### src/logic/tsi_defines.svh
// register offsets, field positions and vectors of the interrupt controller
`ifndef TSI_DEFINES_SVH
`define TSI_DEFINES_SVH
`define TSI_OFF_MAIN_ENABLE   8'hA8
`define TSI_OFF_FIRST_PRIO    8'hB8
`define TSI_OFF_P1_FLAGS      8'hC0
`define TSI_OFF_P1_ENABLE     8'hE8
`define TSI_OFF_P1_POLARITY   8'hE9
`define TSI_OFF_SECOND_PRIO   8'hF8
`define TSI_OFF_CPU_STATUS    8'hD0
`define TSI_OFF_EVT_STATUS    8'hD1
`define TSI_OFF_EVT_MASK      8'hD2
`define TSI_BIT_GLOBAL        7
`define TSI_BIT_EX0           0
`define TSI_BIT_ET0           1
`define TSI_BIT_EX1           2
`define TSI_BIT_ET1           3
`define TSI_RST_BYTE          8'h00
`define TSI_MAIN_MASK         8'h8F
`define TSI_PRIO0_MASK        8'h0F
`define TSI_VEC_EX0           16'h0003
`define TSI_VEC_TF0           16'h000B
`define TSI_VEC_EX1           16'h0013
`define TSI_VEC_TF1           16'h001B
`define TSI_VEC_P1_BASE       16'h003B
`define TSI_VEC_P1_STEP       16'h0008
`define TSI_NSRC              12
`endif

### src/logic/tsi_pkg.sv
// types of the twelve source interrupt controller
package tsi_pkg;
	typedef struct packed {
		logic [7:0] addr;
		logic [7:0] wdata;
		logic       wr;
		logic       rd;
	} tsi_bus_req_t;
	typedef struct packed {
		logic        take;
		logic        high;
		logic [15:0] vector;
	} tsi_irq_req_t;
	typedef enum logic [1:0] {TSI_RUN, TSI_IDLE, TSI_PDOWN} tsi_pwr_t;
endpackage

### src/logic/tsi_sync.sv
// three flop synchroniser with agreement filter for pin inputs
`timescale 1ns/1ns
module tsi_sync #(
	parameter int W = 8
) (
	// clock and reset
	input  wire logic         i_ref_clk,
	input  wire logic         i_nrst,
	// pins in, clean level out
	input  wire logic [W-1:0] i_pin,
	output logic      [W-1:0] o_level
);
	logic [W-1:0] s1_q;
	logic [W-1:0] s2_q;
	logic [W-1:0] s3_q;
	always_ff @(posedge i_ref_clk or negedge i_nrst) begin
		if (!i_nrst) begin
			// port1 pins idle high on their pull-ups; a zero here would fake a request after reset
			s1_q <= '1;
			s2_q <= '1;
			s3_q <= '1;
		end else begin
			s1_q <= i_pin;
			s2_q <= s1_q;
			s3_q <= s2_q;
		end
	end
	// a change counts only once the second and third stage agree
	always_ff @(posedge i_ref_clk or negedge i_nrst) begin
		if (!i_nrst) begin
			o_level <= '1;
		end else begin
			for (int i = 0; i < W; i++) begin
				if (s2_q[i] == s3_q[i]) begin
					o_level[i] <= s3_q[i];
				end
			end
		end
	end
endmodule // tsi_sync

### src/logic/tsi_irq_ctrl.sv
// two level, twelve source interrupt controller with register port
`timescale 1ns/1ns
`include "tsi_defines.svh"
module tsi_irq_ctrl
	import tsi_pkg::*;
(
	// clock and reset
	input  wire logic        i_ref_clk,
	input  wire logic        i_nrst,
	// register port
	input  wire logic [7:0]  i_addr,
	input  wire logic [7:0]  i_wdata,
	input  wire logic        i_wr,
	input  wire logic        i_rd,
	output logic      [7:0]  o_rdata,
	// request pins and flags from the core side
	input  wire logic        i_ext_line0_request,
	input  wire logic        i_ext_line1_request,
	input  wire logic        i_timer0_overflow_flag,
	input  wire logic        i_timer1_overflow_flag,
	input  wire logic [7:0]  i_port1_lines,
	// processor handshake
	output logic             o_take,
	output logic             o_take_high,
	output logic      [15:0] o_vector,
	input  wire logic        i_ack,
	input  wire logic        i_reti,
	input  wire logic        i_enter_idle,
	input  wire logic        i_enter_pdown,
	output logic             o_wake,
	output logic             o_pdown,
	output logic             o_idle,
	// summary interrupt
	output logic             o_irq
);
	tsi_bus_req_t bus;
	tsi_irq_req_t pick;
	tsi_pwr_t     pwr_q;
	logic [7:0]   main_enable_q;
	logic [7:0]   first_priority_q;
	logic [7:0]   port1_request_flags_q;
	logic [7:0]   port1_line_enable_q;
	logic [7:0]   port1_polarity_q;
	logic [7:0]   second_priority_q;
	logic [2:0]   evt_status_q;
	logic [2:0]   evt_mask_q;
	logic         in_low_q;
	logic         in_high_q;
	logic [7:0]   p1_level;
	logic [7:0]   p1_active;
	logic [11:0]  pend;
	logic [11:0]  prio;
	logic [7:0]   rdata_d;
	logic         take_ok;

	assign bus = '{addr: i_addr, wdata: i_wdata, wr: i_wr, rd: i_rd};

	tsi_sync #(.W(8)) u_sync (
		.i_ref_clk (i_ref_clk),
		.i_nrst    (i_nrst),
		.i_pin     (i_port1_lines),
		.o_level   (p1_level)
	);

	function automatic logic wr_hit(input tsi_bus_req_t b, input logic [7:0] off);
		return b.wr && (b.addr == off);
	endfunction

	// polarity applied to the clean level; no edge detection on these lines
	assign p1_active = ~(p1_level ^ port1_polarity_q);

	// port1 flags: a live request beats a software clear in the same cycle
	always_ff @(posedge i_ref_clk or negedge i_nrst) begin
		if (!i_nrst) begin
			port1_request_flags_q <= `TSI_RST_BYTE;
		end else if (wr_hit(bus, `TSI_OFF_P1_FLAGS)) begin
			port1_request_flags_q <= (port1_request_flags_q & i_wdata) | p1_active;
		end else begin
			port1_request_flags_q <= port1_request_flags_q | p1_active;
		end
	end

	// control registers
	always_ff @(posedge i_ref_clk or negedge i_nrst) begin
		if (!i_nrst) begin
			main_enable_q       <= `TSI_RST_BYTE;
			first_priority_q    <= `TSI_RST_BYTE;
			port1_line_enable_q <= `TSI_RST_BYTE;
			port1_polarity_q    <= `TSI_RST_BYTE;
			second_priority_q   <= `TSI_RST_BYTE;
			evt_mask_q          <= '0;
		end else begin
			if (wr_hit(bus, `TSI_OFF_MAIN_ENABLE))
				main_enable_q <= i_wdata & `TSI_MAIN_MASK;
			if (wr_hit(bus, `TSI_OFF_FIRST_PRIO))
				first_priority_q <= i_wdata & `TSI_PRIO0_MASK;
			if (wr_hit(bus, `TSI_OFF_P1_ENABLE))
				port1_line_enable_q <= i_wdata;
			if (wr_hit(bus, `TSI_OFF_P1_POLARITY))
				port1_polarity_q <= i_wdata;
			if (wr_hit(bus, `TSI_OFF_SECOND_PRIO))
				second_priority_q <= i_wdata;
			if (wr_hit(bus, `TSI_OFF_EVT_MASK))
				evt_mask_q <= i_wdata[2:0];
		end
	end

	// pending and level vectors in polling order:
	// ex0, line5, tf0, line6, ex1, line2, line7, tf1, line3, line8, line4, line9
	always_comb begin
		pend = {
			main_enable_q[`TSI_BIT_EX0] & i_ext_line0_request,
			port1_line_enable_q[3] & port1_request_flags_q[3],
			main_enable_q[`TSI_BIT_ET0] & i_timer0_overflow_flag,
			port1_line_enable_q[4] & port1_request_flags_q[4],
			main_enable_q[`TSI_BIT_EX1] & i_ext_line1_request,
			port1_line_enable_q[0] & port1_request_flags_q[0],
			port1_line_enable_q[5] & port1_request_flags_q[5],
			main_enable_q[`TSI_BIT_ET1] & i_timer1_overflow_flag,
			port1_line_enable_q[1] & port1_request_flags_q[1],
			port1_line_enable_q[6] & port1_request_flags_q[6],
			port1_line_enable_q[2] & port1_request_flags_q[2],
			port1_line_enable_q[7] & port1_request_flags_q[7]
		};
		prio = {
			first_priority_q[`TSI_BIT_EX0], second_priority_q[3],
			first_priority_q[`TSI_BIT_ET0], second_priority_q[4],
			first_priority_q[`TSI_BIT_EX1], second_priority_q[0],
			second_priority_q[5], first_priority_q[`TSI_BIT_ET1],
			second_priority_q[1], second_priority_q[6],
			second_priority_q[2], second_priority_q[7]
		};
	end

	function automatic logic [15:0] vec_of(input int idx);
		case (idx)
			11: return `TSI_VEC_EX0;
			9:  return `TSI_VEC_TF0;
			7:  return `TSI_VEC_EX1;
			4:  return `TSI_VEC_TF1;
			10: return 16'(`TSI_VEC_P1_BASE + 3 * `TSI_VEC_P1_STEP);
			8:  return 16'(`TSI_VEC_P1_BASE + 4 * `TSI_VEC_P1_STEP);
			6:  return `TSI_VEC_P1_BASE;
			5:  return 16'(`TSI_VEC_P1_BASE + 5 * `TSI_VEC_P1_STEP);
			3:  return 16'(`TSI_VEC_P1_BASE + 1 * `TSI_VEC_P1_STEP);
			2:  return 16'(`TSI_VEC_P1_BASE + 6 * `TSI_VEC_P1_STEP);
			1:  return 16'(`TSI_VEC_P1_BASE + 2 * `TSI_VEC_P1_STEP);
			default: return 16'(`TSI_VEC_P1_BASE + 7 * `TSI_VEC_P1_STEP);
		endcase
	endfunction

	// highest level first, then polling order from the top bit down
	always_comb begin
		pick = '0;
		for (int i = 0; i < `TSI_NSRC; i++) begin
			if (pend[i] && !prio[i] && !pick.high) begin
				pick.take   = 1'b1;
				pick.vector = vec_of(i);
			end
		end
		for (int i = 0; i < `TSI_NSRC; i++) begin
			if (pend[i] && prio[i]) begin
				pick.take   = 1'b1;
				pick.high   = 1'b1;
				pick.vector = vec_of(i);
			end
		end
	end

	// a running high routine blocks all; a running low routine blocks low only
	assign take_ok = main_enable_q[`TSI_BIT_GLOBAL] && !in_high_q &&
	                 (pick.high || !in_low_q) && (pwr_q != TSI_PDOWN);

	assign o_take      = pick.take && take_ok;
	assign o_take_high = pick.high;
	assign o_vector    = pick.vector;

	// in-service tracking; return clears the innermost level first
	always_ff @(posedge i_ref_clk or negedge i_nrst) begin
		if (!i_nrst) begin
			in_low_q  <= 1'b0;
			in_high_q <= 1'b0;
		end else if (i_ack && o_take) begin
			if (pick.high)
				in_high_q <= 1'b1;
			else
				in_low_q <= 1'b1;
		end else if (i_reti) begin
			if (in_high_q)
				in_high_q <= 1'b0;
			else
				in_low_q <= 1'b0;
		end
	end

	// power state; power-down leaves only on an enabled port1 request
	always_ff @(posedge i_ref_clk or negedge i_nrst) begin
		if (!i_nrst) begin
			pwr_q <= TSI_RUN;
		end else begin
			case (pwr_q)
				TSI_RUN: begin
					if (i_enter_pdown)
						pwr_q <= TSI_PDOWN;
					else if (i_enter_idle)
						pwr_q <= TSI_IDLE;
				end
				TSI_IDLE: begin
					if (pick.take && main_enable_q[`TSI_BIT_GLOBAL])
						pwr_q <= TSI_RUN;
				end
				TSI_PDOWN: begin
					if (|(port1_line_enable_q & port1_request_flags_q))
						pwr_q <= TSI_RUN;
				end
				default: pwr_q <= TSI_RUN;
			endcase
		end
	end

	assign o_pdown = (pwr_q == TSI_PDOWN);
	assign o_idle  = (pwr_q == TSI_IDLE);
	assign o_wake  = o_pdown && |(port1_line_enable_q & port1_request_flags_q);

	// event status: bit0 accepted, bit1 wake, bit2 port1 flag raised; write one clears
	always_ff @(posedge i_ref_clk or negedge i_nrst) begin
		if (!i_nrst) begin
			evt_status_q <= '0;
		end else begin
			evt_status_q <= (evt_status_q & ~(wr_hit(bus, `TSI_OFF_EVT_STATUS) ? i_wdata[2:0] : 3'h0))
			                | {|p1_active, o_wake, i_ack && o_take};
		end
	end

	assign o_irq = |(evt_status_q & evt_mask_q);

	// read mux; unmapped addresses read zero
	always_comb begin
		case (bus.addr)
			`TSI_OFF_MAIN_ENABLE: rdata_d = main_enable_q;
			`TSI_OFF_FIRST_PRIO:  rdata_d = first_priority_q;
			`TSI_OFF_P1_FLAGS:    rdata_d = port1_request_flags_q;
			`TSI_OFF_P1_ENABLE:   rdata_d = port1_line_enable_q;
			`TSI_OFF_P1_POLARITY: rdata_d = port1_polarity_q;
			`TSI_OFF_SECOND_PRIO: rdata_d = second_priority_q;
			`TSI_OFF_CPU_STATUS:  rdata_d = {4'h0, in_high_q, in_low_q, o_idle, o_pdown};
			`TSI_OFF_EVT_STATUS:  rdata_d = {5'h00, evt_status_q};
			`TSI_OFF_EVT_MASK:    rdata_d = {5'h00, evt_mask_q};
			default:              rdata_d = 8'h00;
		endcase
	end

	always_ff @(posedge i_ref_clk or negedge i_nrst) begin
		if (!i_nrst)
			o_rdata <= 8'h00;
		else if (bus.rd)
			o_rdata <= rdata_d;
		else
			o_rdata <= 8'h00;
	end
endmodule // tsi_irq_ctrl

### config.mk
export PLATFORM = sky130hd
export DESIGN_NAME = tsi_irq_ctrl
export DESIGN_NICKNAME = d
export VERILOG_FILES = /design/src/logic/tsi_pkg.sv /design/src/logic/tsi_sync.sv /design/src/logic/tsi_irq_ctrl.sv
export VERILOG_INCLUDE_DIRS = /design/src /design/src/logic
export SDC_FILE = /design/constraint.sdc
export NUM_CORES = 1
export LEC_CHECK = 0
export BUFFER_PORTS_ARGS = -buffer_cell sky130_fd_sc_hd__clkbuf_2
export CORE_ASPECT_RATIO = 0.6
export CORE_MARGIN = 4
export CORE_UTILIZATION = 50
export CTS_BUF_LIST = sky130_fd_sc_hd__clkbuf_16
export DETAILED_ROUTE_END_ITERATION = 8
export HOLD_SLACK_MARGIN = 0.15
export PLACE_DENSITY = 0.75
export SLEW_MARGIN = 40
export SYNTH_ARGS = -nofsm -noshare
export SYNTH_HDL_FRONTEND = slang
export SYNTH_SLANG_ARGS = --single-unit
### constraint.sdc
create_clock -name i_ref_clk -period 5.25 [get_ports i_ref_clk]
set_input_delay 1.05 -clock i_ref_clk [delete_from_list [all_inputs] [get_ports i_ref_clk]]
set_output_delay 1.05 -clock i_ref_clk [all_outputs]
set_load 0.05 [all_outputs]
==> impl_results.md, run 1 <==
- Actual transition at the worst max-transition pin: 0.753 ns
- Mapped Area: 0.00445 mm^2
- Number of clock sinks: 91
- Leading area contributor after synthesis: sky130_fd_sc_hd__dfrtp_1
- CTS Root Cell: sky130_fd_sc_hd__clkbuf_16
- Final worst hold slack: 0.355 ns
- Tot Pwr: 1.71 mW
- Starting Density: 51.8%
- Drt initial violations: 463
- Number of max-cap violations: 0
- I/O pin count: 66
- Number of endpoints failing setup at the final stage: 0
- Ys flop type: sky130_fd_sc_hd__dfrtp_1
- Path type of the worst setup path: in -> out
- Post-CTS sizing: 0
- Number of vias after detailed routing: 3380
- Row Count: 26
- Insertion delay to the later sink of the worst-skew pair: 0.34 ns
- Global route overflow: 0
- Unrepaired setup endpoints after global routing: false
- Worst Reg-to-Reg Cells: 5
- Final hold violation count: 0
- Final period util: 75.0%
- Maximum number of pins on one net before global-route repair: 53
- Die area: 0.0105 mm^2
- Data arrival time of the critical path: 2.89 ns
- Flops & latches, synth: 91
- Required arrival time at the worst endpoint: 4.20 ns
- Global-route wire length before repair: 17700 um
- Average instance area after synthesis: 11.8 um^2
- Clock buffer count from CTS: 9
- Area Overhead vs Synth: 13.8%
- Via count of the first global-routing pass: 3252
- Endpoint with the worst hold slack: u_sync.s2_q[2]
- Cell count after synthesis: 376
- Rel. slew slack: 49.4%
- Highest achievable clock rate: 0.254 GHz
- Share of layout cells above drive strength 1: 35.2%
- Post-route setup TNS: 0 ns
- Number of synthesis warnings: 0
- Number of DRC violations after detailed routing: 0
- Capturing point of the worst reg2reg path: in_low_q
- Number of pins with negative max-slew slack in the final report: 0
- Part of the total power dissipated in the clock network: 36.5%
- Count of input and output buffers: 55
- Share of the synthesized area in the top cell type: 33.2%
- Number of antenna violations at the first check in global routing: 0
- TritonCTS clock tree: built
- R2r setup slk: 3.15 ns
- Outcome: complete, no violations
- Die W: 130 um
- Routed len/inst: 20.2 um
- Setup crit start kind: primary input
- Clk pin slew, worst setup/hold paths: 0.06 ns
- Endpoint type of the worst setup path: output pin
- Worst Hold Path Cells: 0
- Antenna diode count: 0
- Part of the power in combinational logic: 17.3%
- Via-per-instance ratio: 6.16
- Final net count: 468
- Flop pwr share: 46.2%
- Largest fanout on the critical path: 3
- Height of the die: 81.1 um
- Placeable core region: 0.00859 mm^2
- Sequential cell area fraction in the yosys report: 52.1%
- Final Skew: 0.00881 ns
- VDD IR-drop max: 0.175 mV
- FF-to-FF Start: port1_request_flags_q[5]
- Total power divided by cell area: 338 mW/mm^2
- Total net switching power: 0.518 mW
- Synth area leaders: sky130_fd_sc_hd__dfrtp_1, sky130_fd_sc_hd__dfstp_2, sky130_fd_sc_hd__mux2_2, sky130_fd_sc_hd__nand2_1, sky130_fd_sc_hd__maj3_1
- Lkg Pwr: 2.27 nW
- Post-synth cell types: 66
- Synth async-reset ratio: 100%
- Drt first pass iters: 6
- Buffer depth of the longest clock path: 2
- All-Layer GR Usage: 22.5%
- Sw Share: 30.3%
- Tmin final: 3.94 ns
- Hold Path Origin: u_sync.s1_q[2]
- Worst hold path type: reg -> reg
- Number of buffers added for setup after CTS: 0
- Internal Power: 1.19 mW
- Remaining number of nets flagged by the antenna check after routing: 0
- Minimum setup slack after placement: 1.37 ns
- Number of synthesized flops with an enable pin: 0
- DRT Wirelength: 11100 um
- Routability-driven placement congestion ratio: 0.992
- H-tree lvl count: 3
- Post-route setup slack: 1.31 ns
- Post-cts hold buffer count: 0
- Post-detail-place hpwl: 8400 um
-- cells by family (layout without fill, tap and decap cells) --
| kind of cell | Yosys count | in the layout | synth area share (%) |
|---|---|---|---|
| buffers and inverters | 29 | 81 | 4.05 |
| XOR/XNOR | 8 | 8 | 1.58 |
| adder cells (fa/ha/maj) | 9 | 9 | 2.03 |
| multiplexers | 43 | 43 | 11.1 |
| flip-flops | 91 | 91 | 52.1 |
| AND/OR/NAND/NOR | 118 | 118 | 16.4 |
| AO/OA/AOI/OAI | 77 | 77 | 12.6 |
| other | 1 | 10 | 0.0843 |
-- worst max path at each step --
stage | start | end | cells past startpoint
finish | i_ext_line0_request | o_vector[5] | 7
global route | i_ext_line0_request | o_vector[5] | 7
CTS | i_ext_line0_request | o_vector[5] | 7
detailed placement | i_ext_line0_request | o_vector[5] | 7
floorplan | i_timer0_overflow_flag | o_take | 5
global placement | i_ext_line0_request | o_vector[5] | 7
-- power groups by stage --
stage               Combinational, mW  Sequential [mW]  Clock [mW]
floorplan                       0.223            0.789           0
global placement                0.290            0.798           0
detailed placement              0.295            0.801           0
CTS                             0.296            0.790       0.642
global route                    0.318            0.795       0.675
finish                          0.296            0.790       0.623
-- through the flow --
step	instance area [um^2]	util, %	cells
finish	5060	58.9	549
global route	5060	58.9	549
CTS	5060	58.9	549
detailed placement	4760	55.5	533
global placement	4760	55.5	533
floorplan	4480	-	385
-- synth_stat cells (4+ instances only) --
master,count
sky130_fd_sc_hd__buf_4,12
sky130_fd_sc_hd__maj3_1,9
sky130_fd_sc_hd__nor2_1,11
sky130_fd_sc_hd__and3b_1,9
sky130_fd_sc_hd__inv_1,7
sky130_fd_sc_hd__dfstp_2,32
sky130_fd_sc_hd__mux2i_1,7
sky130_fd_sc_hd__nor3_1,6
sky130_fd_sc_hd__a221oi_1,5
sky130_fd_sc_hd__and3_1,7
sky130_fd_sc_hd__nand2_1,28
sky130_fd_sc_hd__xor2_1,8
sky130_fd_sc_hd__nand3_1,13
sky130_fd_sc_hd__mux2_4,5
sky130_fd_sc_hd__nand3b_1,8
sky130_fd_sc_hd__a21oi_1,10
sky130_fd_sc_hd__o21ai_0,13
sky130_fd_sc_hd__mux2_2,31
sky130_fd_sc_hd__nor4_1,4
sky130_fd_sc_hd__nand2b_1,5
sky130_fd_sc_hd__a22oi_1,11
sky130_fd_sc_hd__dfrtp_1,59
sky130_fd_sc_hd__nand4_1,5
-- cell type report --
class                           instances  area, um^2
Fill cell                             724        3530
Inverter                                8        30.0
Clock inverter                          6        42.5
Timing Repair Buffer                   57         293
Clock buffer                           10         250
Sequential cell                        91        2320
Multi-Input combinational cell        265        1990
Tap cell                              112         140
-- worst max-delay path: stages --
cell and delay [ns]:
sky130_fd_sc_hd__clkbuf_2 0.09, sky130_fd_sc_hd__and3b_1 0.22, sky130_fd_sc_hd__or4_4 0.57, sky130_fd_sc_hd__o211ai_1 0.24, sky130_fd_sc_hd__nand3_1 0.10, sky130_fd_sc_hd__o21ai_0 0.27
sky130_fd_sc_hd__clkbuf_2 0.34
-- per-layer routing --
metal	vias up	part of all wire (%)	track usage, %	routed length [um]
met5	-	0	0	0
met4	0	0.87	4.98	97
met3	13	12	8.28	1360
met2	198	40	30.5	4480
met1	1658	46	34.3	5160
li1	1511	-	-	-
-- cell usage in the layout (no fill, tap or decap), drive strengths merged, types with 10 or more instances in the layout --
cell type	count
nor2	11
nand3	15
inv	11
conb	10
dfstp	32
mux2	36
clkbuf	64
a21oi	10
nand2	28
a22oi	11
dfrtp	59
o21ai	14
Note: power is estimated with default switching activity, not from simulation.
==> inputs of run 2 (changes only) <==
--- a/config.mk
+++ b/config.mk
@@ -6,6 +6,7 @@
 export SDC_FILE = /design/constraint.sdc
 export NUM_CORES = 1
 export LEC_CHECK = 0
+export ABC_AREA = 1
 export BUFFER_PORTS_ARGS = -buffer_cell sky130_fd_sc_hd__clkbuf_2
 export CORE_ASPECT_RATIO = 0.6
 export CORE_MARGIN = 4
==> constraint.sdc (replaced) <==
create_clock -name i_ref_clk -period 4 [get_ports i_ref_clk]
set_input_delay 0.8 -clock i_ref_clk [delete_from_list [all_inputs] [get_ports i_ref_clk]]
set_output_delay 0.8 -clock i_ref_clk [all_outputs]
set_load 0.05 [all_outputs]
==> run 2 against run 1 <==
  * First-iteration DRC count shrank 14%
  * Clock skew is 0.0042 ns lower
  * Global-route usage is 1.3 points higher
  * Setup slack worse by 0.46 ns
  * Synthesized cell count grew 32%
==> impl_results.md, run 2 <==
- Outcome: complete, no violations (unchanged)
- Die W: 130 um (about the same)
- Starting Density: 52.0% (was 51.8%)
- Cell count after synthesis: 496 (was 376)
- Post-synth cell types: 43 (was 66)
- Lkg Pwr: 2.55 nW (was 2.27 nW)
- Capturing point of the worst reg2reg path: pwr_q[0] (was in_low_q)
- Top cells by instance count after synthesis: sky130_fd_sc_hd__nand2_1, sky130_fd_sc_hd__dfrtp_1, sky130_fd_sc_hd__inv_1 (was sky130_fd_sc_hd__dfrtp_1, sky130_fd_sc_hd__dfstp_2, sky130_fd_sc_hd__mux2_2)
- Data arrival time of the critical path: 2.35 ns (was 2.89 ns)
- Final net count: 595 (was 468)
- Most instantiated library cell after synthesis: sky130_fd_sc_hd__nand2_1 (was sky130_fd_sc_hd__dfrtp_1)
- Flops & latches, synth: 91 (unchanged)
- I/O pin count: 66 (unchanged)
- Adder-Cell Fraction of Synth Area: 1.79% (was 2.03%)
- Total power divided by cell area: 457 mW/mm^2 (was 338 mW/mm^2)
- Number of pins with negative max-slew slack in the final report: 0 (unchanged)
- CTS Root Cell: sky130_fd_sc_hd__clkbuf_16 (unchanged)
- Global-route wire length before repair: 19100 um (was 17700 um)
- Number of endpoints failing setup at the final stage: 0 (unchanged)
- TritonCTS clock tree: built (unchanged)
- Final period util: 78.7%
- Maximum number of pins on one net before global-route repair: 55 (was 53)
- Tmin final: 3.15 ns
- Register area: 0.00232 mm^2 (unchanged)
- Final Instance Area: 0.00513 mm^2 (was 0.00506 mm^2)
- Post-cts hold buffer count: 0 (unchanged)
- Drt first pass iters: 5 (was 6)
- Count of input and output buffers: 55 (unchanged)
- VDD IR-drop max: 0.232 mV (was 0.175 mV)
- Leading area contributor after synthesis: sky130_fd_sc_hd__dfrtp_1 (unchanged)
- Die area: 0.0106 mm^2 (was 0.0105 mm^2)
- Number of max-cap violations: 0 (unchanged)
- Cell area after placement: 0.00483 mm^2 (was 0.00476 mm^2)
- Share of layout cells above drive strength 1: 29.6% (was 35.2%)
- Actual transition at the worst max-transition pin: 0.691 ns (was 0.753 ns)
- Height of the die: 81.3 um (was 81.1 um)
- Endpoint with the worst hold slack: u_sync.s2_q[2] (unchanged)
- Most used cells in the layout excluding fill and tap cells: sky130_fd_sc_hd__nand2_1, sky130_fd_sc_hd__dfrtp_1, sky130_fd_sc_hd__clkbuf_2 (was sky130_fd_sc_hd__dfrtp_1, sky130_fd_sc_hd__clkbuf_2, sky130_fd_sc_hd__dfstp_2)
- Number of clock sinks: 91 (unchanged)
- Global route overflow: 0 (unchanged)
- Area Overhead vs Synth: 14.5% (was 13.8%)
- Clock buffer count from CTS: 9 (unchanged)
- Crit path max-delay cell type: sky130_fd_sc_hd__clkbuf_2 (was sky130_fd_sc_hd__or4_4)
- Area used by multi-input combinational logic: 0.00184 mm^2 (was 0.00199 mm^2)
- Share of synthesized area spent on multiplexers: 0% (was 11.1%)
- DRT Wirelength: 11800 um (was 11100 um)
- Post-route setup TNS: 0 ns (unchanged)
- Sequential cell area fraction in the yosys report: 51.7% (was 52.1%)
- Clk pin slew, worst setup/hold paths: 0.07 ns (was 0.06 ns)
- Via-per-instance ratio: 5.56 (was 6.16)
- Worst Hold Path Cells: 0 (unchanged)
- Share of the synthesized area in the top cell type: 32.9% (was 33.2%)
- Post-detail-place hpwl: 9220 um (was 8400 um)
- Largest incremental delay on the critical path: 0.28 ns (was 0.57 ns)
- Placeable core region: 0.00862 mm^2 (was 0.00859 mm^2)
- Synth async-reset ratio: 100% (unchanged)
- Number of DRC violations after detailed routing: 0 (unchanged)
- Insertion delay to the later sink of the worst-skew pair: 0.35 ns (was 0.34 ns)
- Tot Pwr: 2.34 mW (was 1.71 mW)
- All-Layer GR Usage: 23.8% (was 22.5%)
- Number of antenna violations at the first check in global routing: 0 (unchanged)
- Largest family of logic cells by synthesized area: simple AND/OR/NAND/NOR gates (unchanged)
- Buffer depth of the longest clock path: 2 (unchanged)
- Utilization after layout: 59.6% (was 58.9%)
- Post-synthesis compound-gate area fraction: 12.5% (was 12.6%)
- Largest fanout on the critical path: 4 (was 3)
- Xor and xnor fraction of the mapped netlist area: 1.56% (was 1.58%)
- Post-CTS sizing: 0 (unchanged)
- Number of buffers added for setup after CTS: 0 (unchanged)
- Routed len/inst: 17.5 um (was 20.2 um)
- Highest achievable clock rate: 0.318 GHz
- Crit-path most repeated cell: sky130_fd_sc_hd__nand2_1 (was sky130_fd_sc_hd__clkbuf_2)
- Simple-gate area share of the yosys netlist: 24.4% (was 16.4%)
- Antenna diode count: 0 (unchanged)
- Routability-driven placement congestion ratio: 1.00 (was 0.992)
- Unrepaired setup endpoints after global routing: false (unchanged)
- Commonest non-fill, non-tap cell in the layout: sky130_fd_sc_hd__nand2_1 (was sky130_fd_sc_hd__dfrtp_1)
- Average instance area after synthesis: 9.04 um^2 (was 11.8 um^2)
- Fillers: 745 (was 724)
- Synth area leaders: sky130_fd_sc_hd__dfrtp_1, sky130_fd_sc_hd__dfstp_2, sky130_fd_sc_hd__nand2_1, sky130_fd_sc_hd__o21ai_0, sky130_fd_sc_hd__inv_1 (was sky130_fd_sc_hd__dfrtp_1, sky130_fd_sc_hd__dfstp_2, sky130_fd_sc_hd__mux2_2, sky130_fd_sc_hd__nand2_1, sky130_fd_sc_hd__maj3_1)
- Row Count: 26 (unchanged)
- Worst Reg-to-Reg Cells: 8 (was 5)
- Setup crit start kind: primary input (unchanged)
- Final Skew: 0.00459 ns (was 0.00881 ns)
- FF-to-FF Start: port1_request_flags_q[1] (was port1_request_flags_q[5])
- Endpoint type of the worst setup path: output pin (unchanged)
- Worst hold path type: reg -> reg (unchanged)
- Number of synthesis warnings: 0 (unchanged)
- R2r setup slk: 2.22 ns (was 3.15 ns)
- Remaining number of nets flagged by the antenna check after routing: 0 (unchanged)
- Required arrival time at the worst endpoint: 3.20 ns (was 4.20 ns)
- Path type of the worst setup path: in -> out (unchanged)
- Ys flop type: sky130_fd_sc_hd__dfrtp_1 (unchanged)
- Via count of the first global-routing pass: 3639 (was 3252)
- Final worst hold slack: 0.356 ns (was 0.355 ns)
- Number of synthesized flops with an enable pin: 0 (unchanged)
- Rel. slew slack: 53.9% (was 49.4%)
- Final hold violation count: 0 (unchanged)
- Mapped Area: 0.00448 mm^2 (was 0.00445 mm^2)
- Hold Path Origin: u_sync.s1_q[2] (unchanged)
- H-tree lvl count: 3 (unchanged)
- Number of vias after detailed routing: 3758 (was 3380)
- Cell breakdown of the critical path: clkbuf_2 -> nand3_1 -> nand2_1 -> nor2_2 -> o21ai_1 -> nand2_1 -> nand2_1 -> nand2_1 -> nand2_1 -> nand2_1 -> nand2_1 -> nand2_1 -> nand2_1 -> nand2_1 -> nand2_1 -> a21oi_2 -> clkbuf_2 (was clkbuf_2 -> and3b_1 -> or4_4 -> o211ai_1 -> nand3_1 -> o21ai_0 -> clkbuf_2)
- Drt initial violations: 400 (was 463)
run 2: cell types whose count changed after synthesis, sizes merged, moves of 6 or more:
cell	delta
nand3b	-6
o21ai	+41
and3	-7
mux2i	-7
nor2	+15
nand2b	-6
a22oi	-11
nand2	+113
mux2	-36
inv	+57
nand3	+14
and3b	-9
nor4	-6
run 2: through the flow:
| step | setup slack [ns] | instances |
|---|---|---|
| 4_1_cts | 0.899 | 676 |
| 3_5_place_dp | 0.902 | 660 |
| 6_report | 0.852 | 676 |
| 5_1_grt | 0.676 | 676 |
| 2_1_floorplan | 0.876 | 505 |
| 3_3_place_gp | 0.923 | 660 |
run 2: worst max-delay path by stage:
stage                            from           to  slack [ns]  cells past startpoint
2_1_floorplan  i_timer1_overflow_flag  o_vector[3]        0.88                     13
6_report          i_ext_line1_request  o_vector[6]        0.85                     17
3_5_place_dp      i_ext_line1_request  o_vector[6]        0.90                     17
5_1_grt           i_ext_line1_request  o_vector[6]        0.68                     17
4_1_cts           i_ext_line1_request  o_vector[6]        0.90                     17
3_3_place_gp      i_ext_line1_request  o_vector[6]        0.92                     17
run 2: final cells by class:
| class | count | share of cell area, % |
|---|---|---|
| flip-flops and latches | 91 | 45.1 |
| multi-input cells | 335 | 35.9 |
| repair buffers | 57 | 5.70 |
| inverters | 65 | 4.75 |
| clock buffers | 9 | 4.39 |
| well taps | 112 | 2.73 |
| clock inverters | 7 | 1.36 |
run 2: layer usage:
metal	GRT usage, %	share of wire, %
met1	34.1	45
met2	34.5	42
met3	8.21	11
met4	6.54	1.3
met5	0	0
run 2: critical path: cells and delay by family:
family | cells | cell delay [ns]
AND/OR/NAND/NOR | 13 | 0.97
AO/OA/AOI/OAI | 2 | 0.18
buffers and inverters | 2 | 0.38
run 2: cells by family after synthesis:
kind of cell,Yosys count
AOI/OAI and AO/OA,88
adders and majority gates,8
and+or+nand+nor,221
other,1
DFF,91
xor gates and xnor gates,8
buffers and inverters,79
run 2: where the power goes:
group,internal [mW],switching (mW),total (mW)
logic,0.125,0.353,0.478
registers,0.994,0.0422,1.04
clock network,0.440,0.390,0.830
total,1.56,0.786,2.34
==> inputs of run 3 (changes only) <==
--- a/config.mk
+++ b/config.mk
@@ -14,7 +14,7 @@
 export CTS_BUF_LIST = sky130_fd_sc_hd__clkbuf_16
 export DETAILED_ROUTE_END_ITERATION = 8
 export HOLD_SLACK_MARGIN = 0.15
-export PLACE_DENSITY = 0.75
+export PLACE_DENSITY = 0.78
 export SLEW_MARGIN = 40
 export SYNTH_ARGS = -nofsm -noshare
 export SYNTH_HDL_FRONTEND = slang
==> constraint.sdc (replaced) <==
create_clock -name i_ref_clk -period 2.52 [get_ports i_ref_clk]
set_input_delay 0.504 -clock i_ref_clk [delete_from_list [all_inputs] [get_ports i_ref_clk]]
set_output_delay 0.504 -clock i_ref_clk [all_outputs]
set_load 0.05 [all_outputs]
==> run 3 against run 2 <==
  * The flow now finishes with violations (negative setup slack)
  * Cell count rose by 2.7%
  * Sequential power is 59% higher
  * First-iteration DRC count grew 7.2%
  * Die area did not move
  * Largest cell class unchanged
  * Highest routed layer unchanged
==> impl_results.md, run 3 (synthesis results as in run 2) <==
- Outcome: complete, but fails checks (was complete, no violations)
- Failing checks: negative setup slack
- Most used cells in the layout excluding fill and tap cells: sky130_fd_sc_hd__nand2_1, sky130_fd_sc_hd__dfrtp_1, sky130_fd_sc_hd__inv_1, sky130_fd_sc_hd__clkbuf_2, sky130_fd_sc_hd__o21ai_0 (was sky130_fd_sc_hd__nand2_1, sky130_fd_sc_hd__dfrtp_1, sky130_fd_sc_hd__clkbuf_2)
- Endpoint type of the worst setup path: output pin (unchanged)
- Largest fanout on the critical path: 4 (unchanged)
- Placeable core region: 0.00862 mm^2 (unchanged)
- Largest incremental delay on the critical path: 0.37 ns (was 0.28 ns)
- Final Skew: 0.00574 ns (was 0.00459 ns)
- Via count of the first global-routing pass: 3603 (was 3639)
- Number of endpoints failing setup at the final stage: 3 (was 0)
- Routed len/inst: 17.6 um (was 17.5 um)
- Cell breakdown of the critical path: inv_1 -> nand3_2 -> nand3_2 -> o21ai_1 -> nand2_1 -> nand2_1 -> nand2_1 -> nand2_1 -> nand2_1 -> nand2_1 -> nand2_1 -> nand2_1 -> nand2_1 -> nand2_1 -> a21oi_2 -> buf_8 (was clkbuf_2 -> nand3_1 -> nand2_1 -> nor2_2 -> o21ai_1 -> nand2_1 -> nand2_1 -> nand2_1 -> nand2_1 -> nand2_1 -> nand2_1 -> nand2_1 -> nand2_1 -> nand2_1 -> nand2_1 -> a21oi_2 -> clkbuf_2)
- Row Count: 26 (unchanged)
- Drt initial violations: 429 (was 400)
- Crit-path most repeated cell: sky130_fd_sc_hd__nand2_1 (unchanged)
- Worst hold path type: in -> reg (was reg -> reg)
- Global-route wire length before repair: 18900 um (was 19100 um)
- Final hold violation count: 0 (unchanged)
- Clk pin slew, worst setup/hold paths: 0.06 ns (was 0.07 ns)
- Starting Density: 52.0% (unchanged)
- Lkg Pwr: 2.68 nW (was 2.55 nW)
- DRT Wirelength: 12200 um (was 11800 um)
- Die W: 130 um (unchanged)
- Data arrival time of the critical path: 2.10 ns (was 2.35 ns)
- Number of max-cap violations: 0 (unchanged)
- Remaining number of nets flagged by the antenna check after routing: 0 (unchanged)
- Utilization after layout: 63.4% (was 59.6%)
- Clock buffer count from CTS: 9 (unchanged)
- Tmin final: 2.61 ns
- Worst path bufs/invs: 2 (unchanged)
- Tot Pwr: 3.73 mW (was 2.34 mW)
- Final net count: 614 (was 595)
- Final period util: 103%
- Number of antenna violations at the first check in global routing: 0 (unchanged)
- Routability-driven placement congestion ratio: 0.958 (was 1.00)
- Largest delay contributor family on the critical path: simple AND/OR/NAND/NOR gates (unchanged)
- Number of pins with negative max-slew slack in the final report: 0 (unchanged)
- Path type of the worst setup path: reg -> out (was in -> out)
- Number of vias after detailed routing: 3896 (was 3758)
- Die area: 0.0106 mm^2 (unchanged)
- Minimum setup slack after placement: 0.0496 ns (was 0.902 ns)
- Number of DRC violations after detailed routing: 0 (unchanged)
- Post-route setup slack: -0.0868 ns (was 0.852 ns)
- Commonest non-fill, non-tap cell in the layout: sky130_fd_sc_hd__nand2_1 (unchanged)
- Post-detail-place hpwl: 9040 um (was 9220 um)
- Number of clock sinks: 91 (unchanged)
- Area Overhead vs Synth: 22.0% (was 14.5%)
- VDD IR-drop max: 0.446 mV (was 0.232 mV)
- Insertion delay to the later sink of the worst-skew pair: 0.34 ns (was 0.35 ns)
- Setup crit start kind: register (was primary input)
- Via-per-instance ratio: 5.61 (was 5.56)
- Antenna diode count: 0 (unchanged)
- Unrepaired setup endpoints after global routing: true (was false)
- CTS Root Cell: sky130_fd_sc_hd__clkbuf_16 (unchanged)
- Buffer depth of the longest clock path: 2 (unchanged)
- TritonCTS clock tree: built (unchanged)
- Required arrival time at the worst endpoint: 2.02 ns (was 3.20 ns)
- Highest achievable clock rate: 0.384 GHz
- Share of layout cells above drive strength 1: 36.3% (was 29.6%)
- Global route overflow: 0 (unchanged)
- All-Layer GR Usage: 23.9% (was 23.8%)
- H-tree lvl count: 3 (unchanged)
- Maximum number of pins on one net before global-route repair: 49 (was 55)
- Crit path max-delay cell type: sky130_fd_sc_hd__dfrtp_1 (was sky130_fd_sc_hd__clkbuf_2)
- I/O pin count: 66 (unchanged)
- Total power divided by cell area: 681 mW/mm^2 (was 457 mW/mm^2)
- Count of input and output buffers: 55 (unchanged)
- Height of the die: 81.3 um (unchanged)
- Drt first pass iters: 6 (was 5)
-- run 3: what timing repair did --
item                       in CTS  in global routing
setup endpoints to repair       5                  5
buffers inserted                6                  8
hold buffers                    1                  0
resized for setup              25                 30
pin swaps                       3                 12
hold endpoints to repair        8                  0
-- run 3: path summary, 6_finish.rpt --
path                                 startpoint               to  slack [ns]  cells after the start
setup / recovery           second_priority_q[1]      o_vector[6]       -0.09                     16
hold / removal                 i_port1_lines[4]   u_sync.s1_q[4]        0.24                      1
setup reg to reg           second_priority_q[4]  evt_status_q[0]        0.80                     11
hold reg to reg                  u_sync.s1_q[3]   u_sync.s2_q[3]        0.35                      0
max in group asynchronous                i_nrst       o_rdata[3]        1.32                      3
min in group asynchronous                i_nrst       o_rdata[6]        0.59                      2
-- run 3: report_power, final --
part           internal, mW  switching [mW]  leakage (nW)  total [mW]
clock                 0.654           0.556         0.124        1.21
combinational         0.271           0.597          1.51       0.868
sequential             1.58          0.0703          1.04        1.65
-- run 3: metal layers --
layer  GRT usage (%)  wire length (um)
met1            36.0              5550
met4            5.71               210
met5               0                 0
met3            7.23              1250
met2            33.6              5220
-- run 3: metrics by stage --
stage	hold slack, ns	TNS, ns	std cells	area (um^2)
final	0.235	-0.174	694	5470
after CTS	0.231	-0.00854	686	5290
after global placement	0.347	0	664	4880
after floorplan	0.208	0	505	4520
after global routing	0.233	-0.655	694	5470
after detailed placement	0.347	0	664	4880
-- run 3: final cells by class --
| class | count | area [um^2] |
|---|---|---|
| clock buffers | 9 | 225 |
| inverters | 65 | 244 |
| well taps | 112 | 140 |
| fillers | 707 | 3150 |
| flip-flops and latches | 91 | 2320 |
| multi-input cells | 335 | 2000 |
| repair buffers | 76 | 503 |
| clock inverters | 6 | 35.0 |
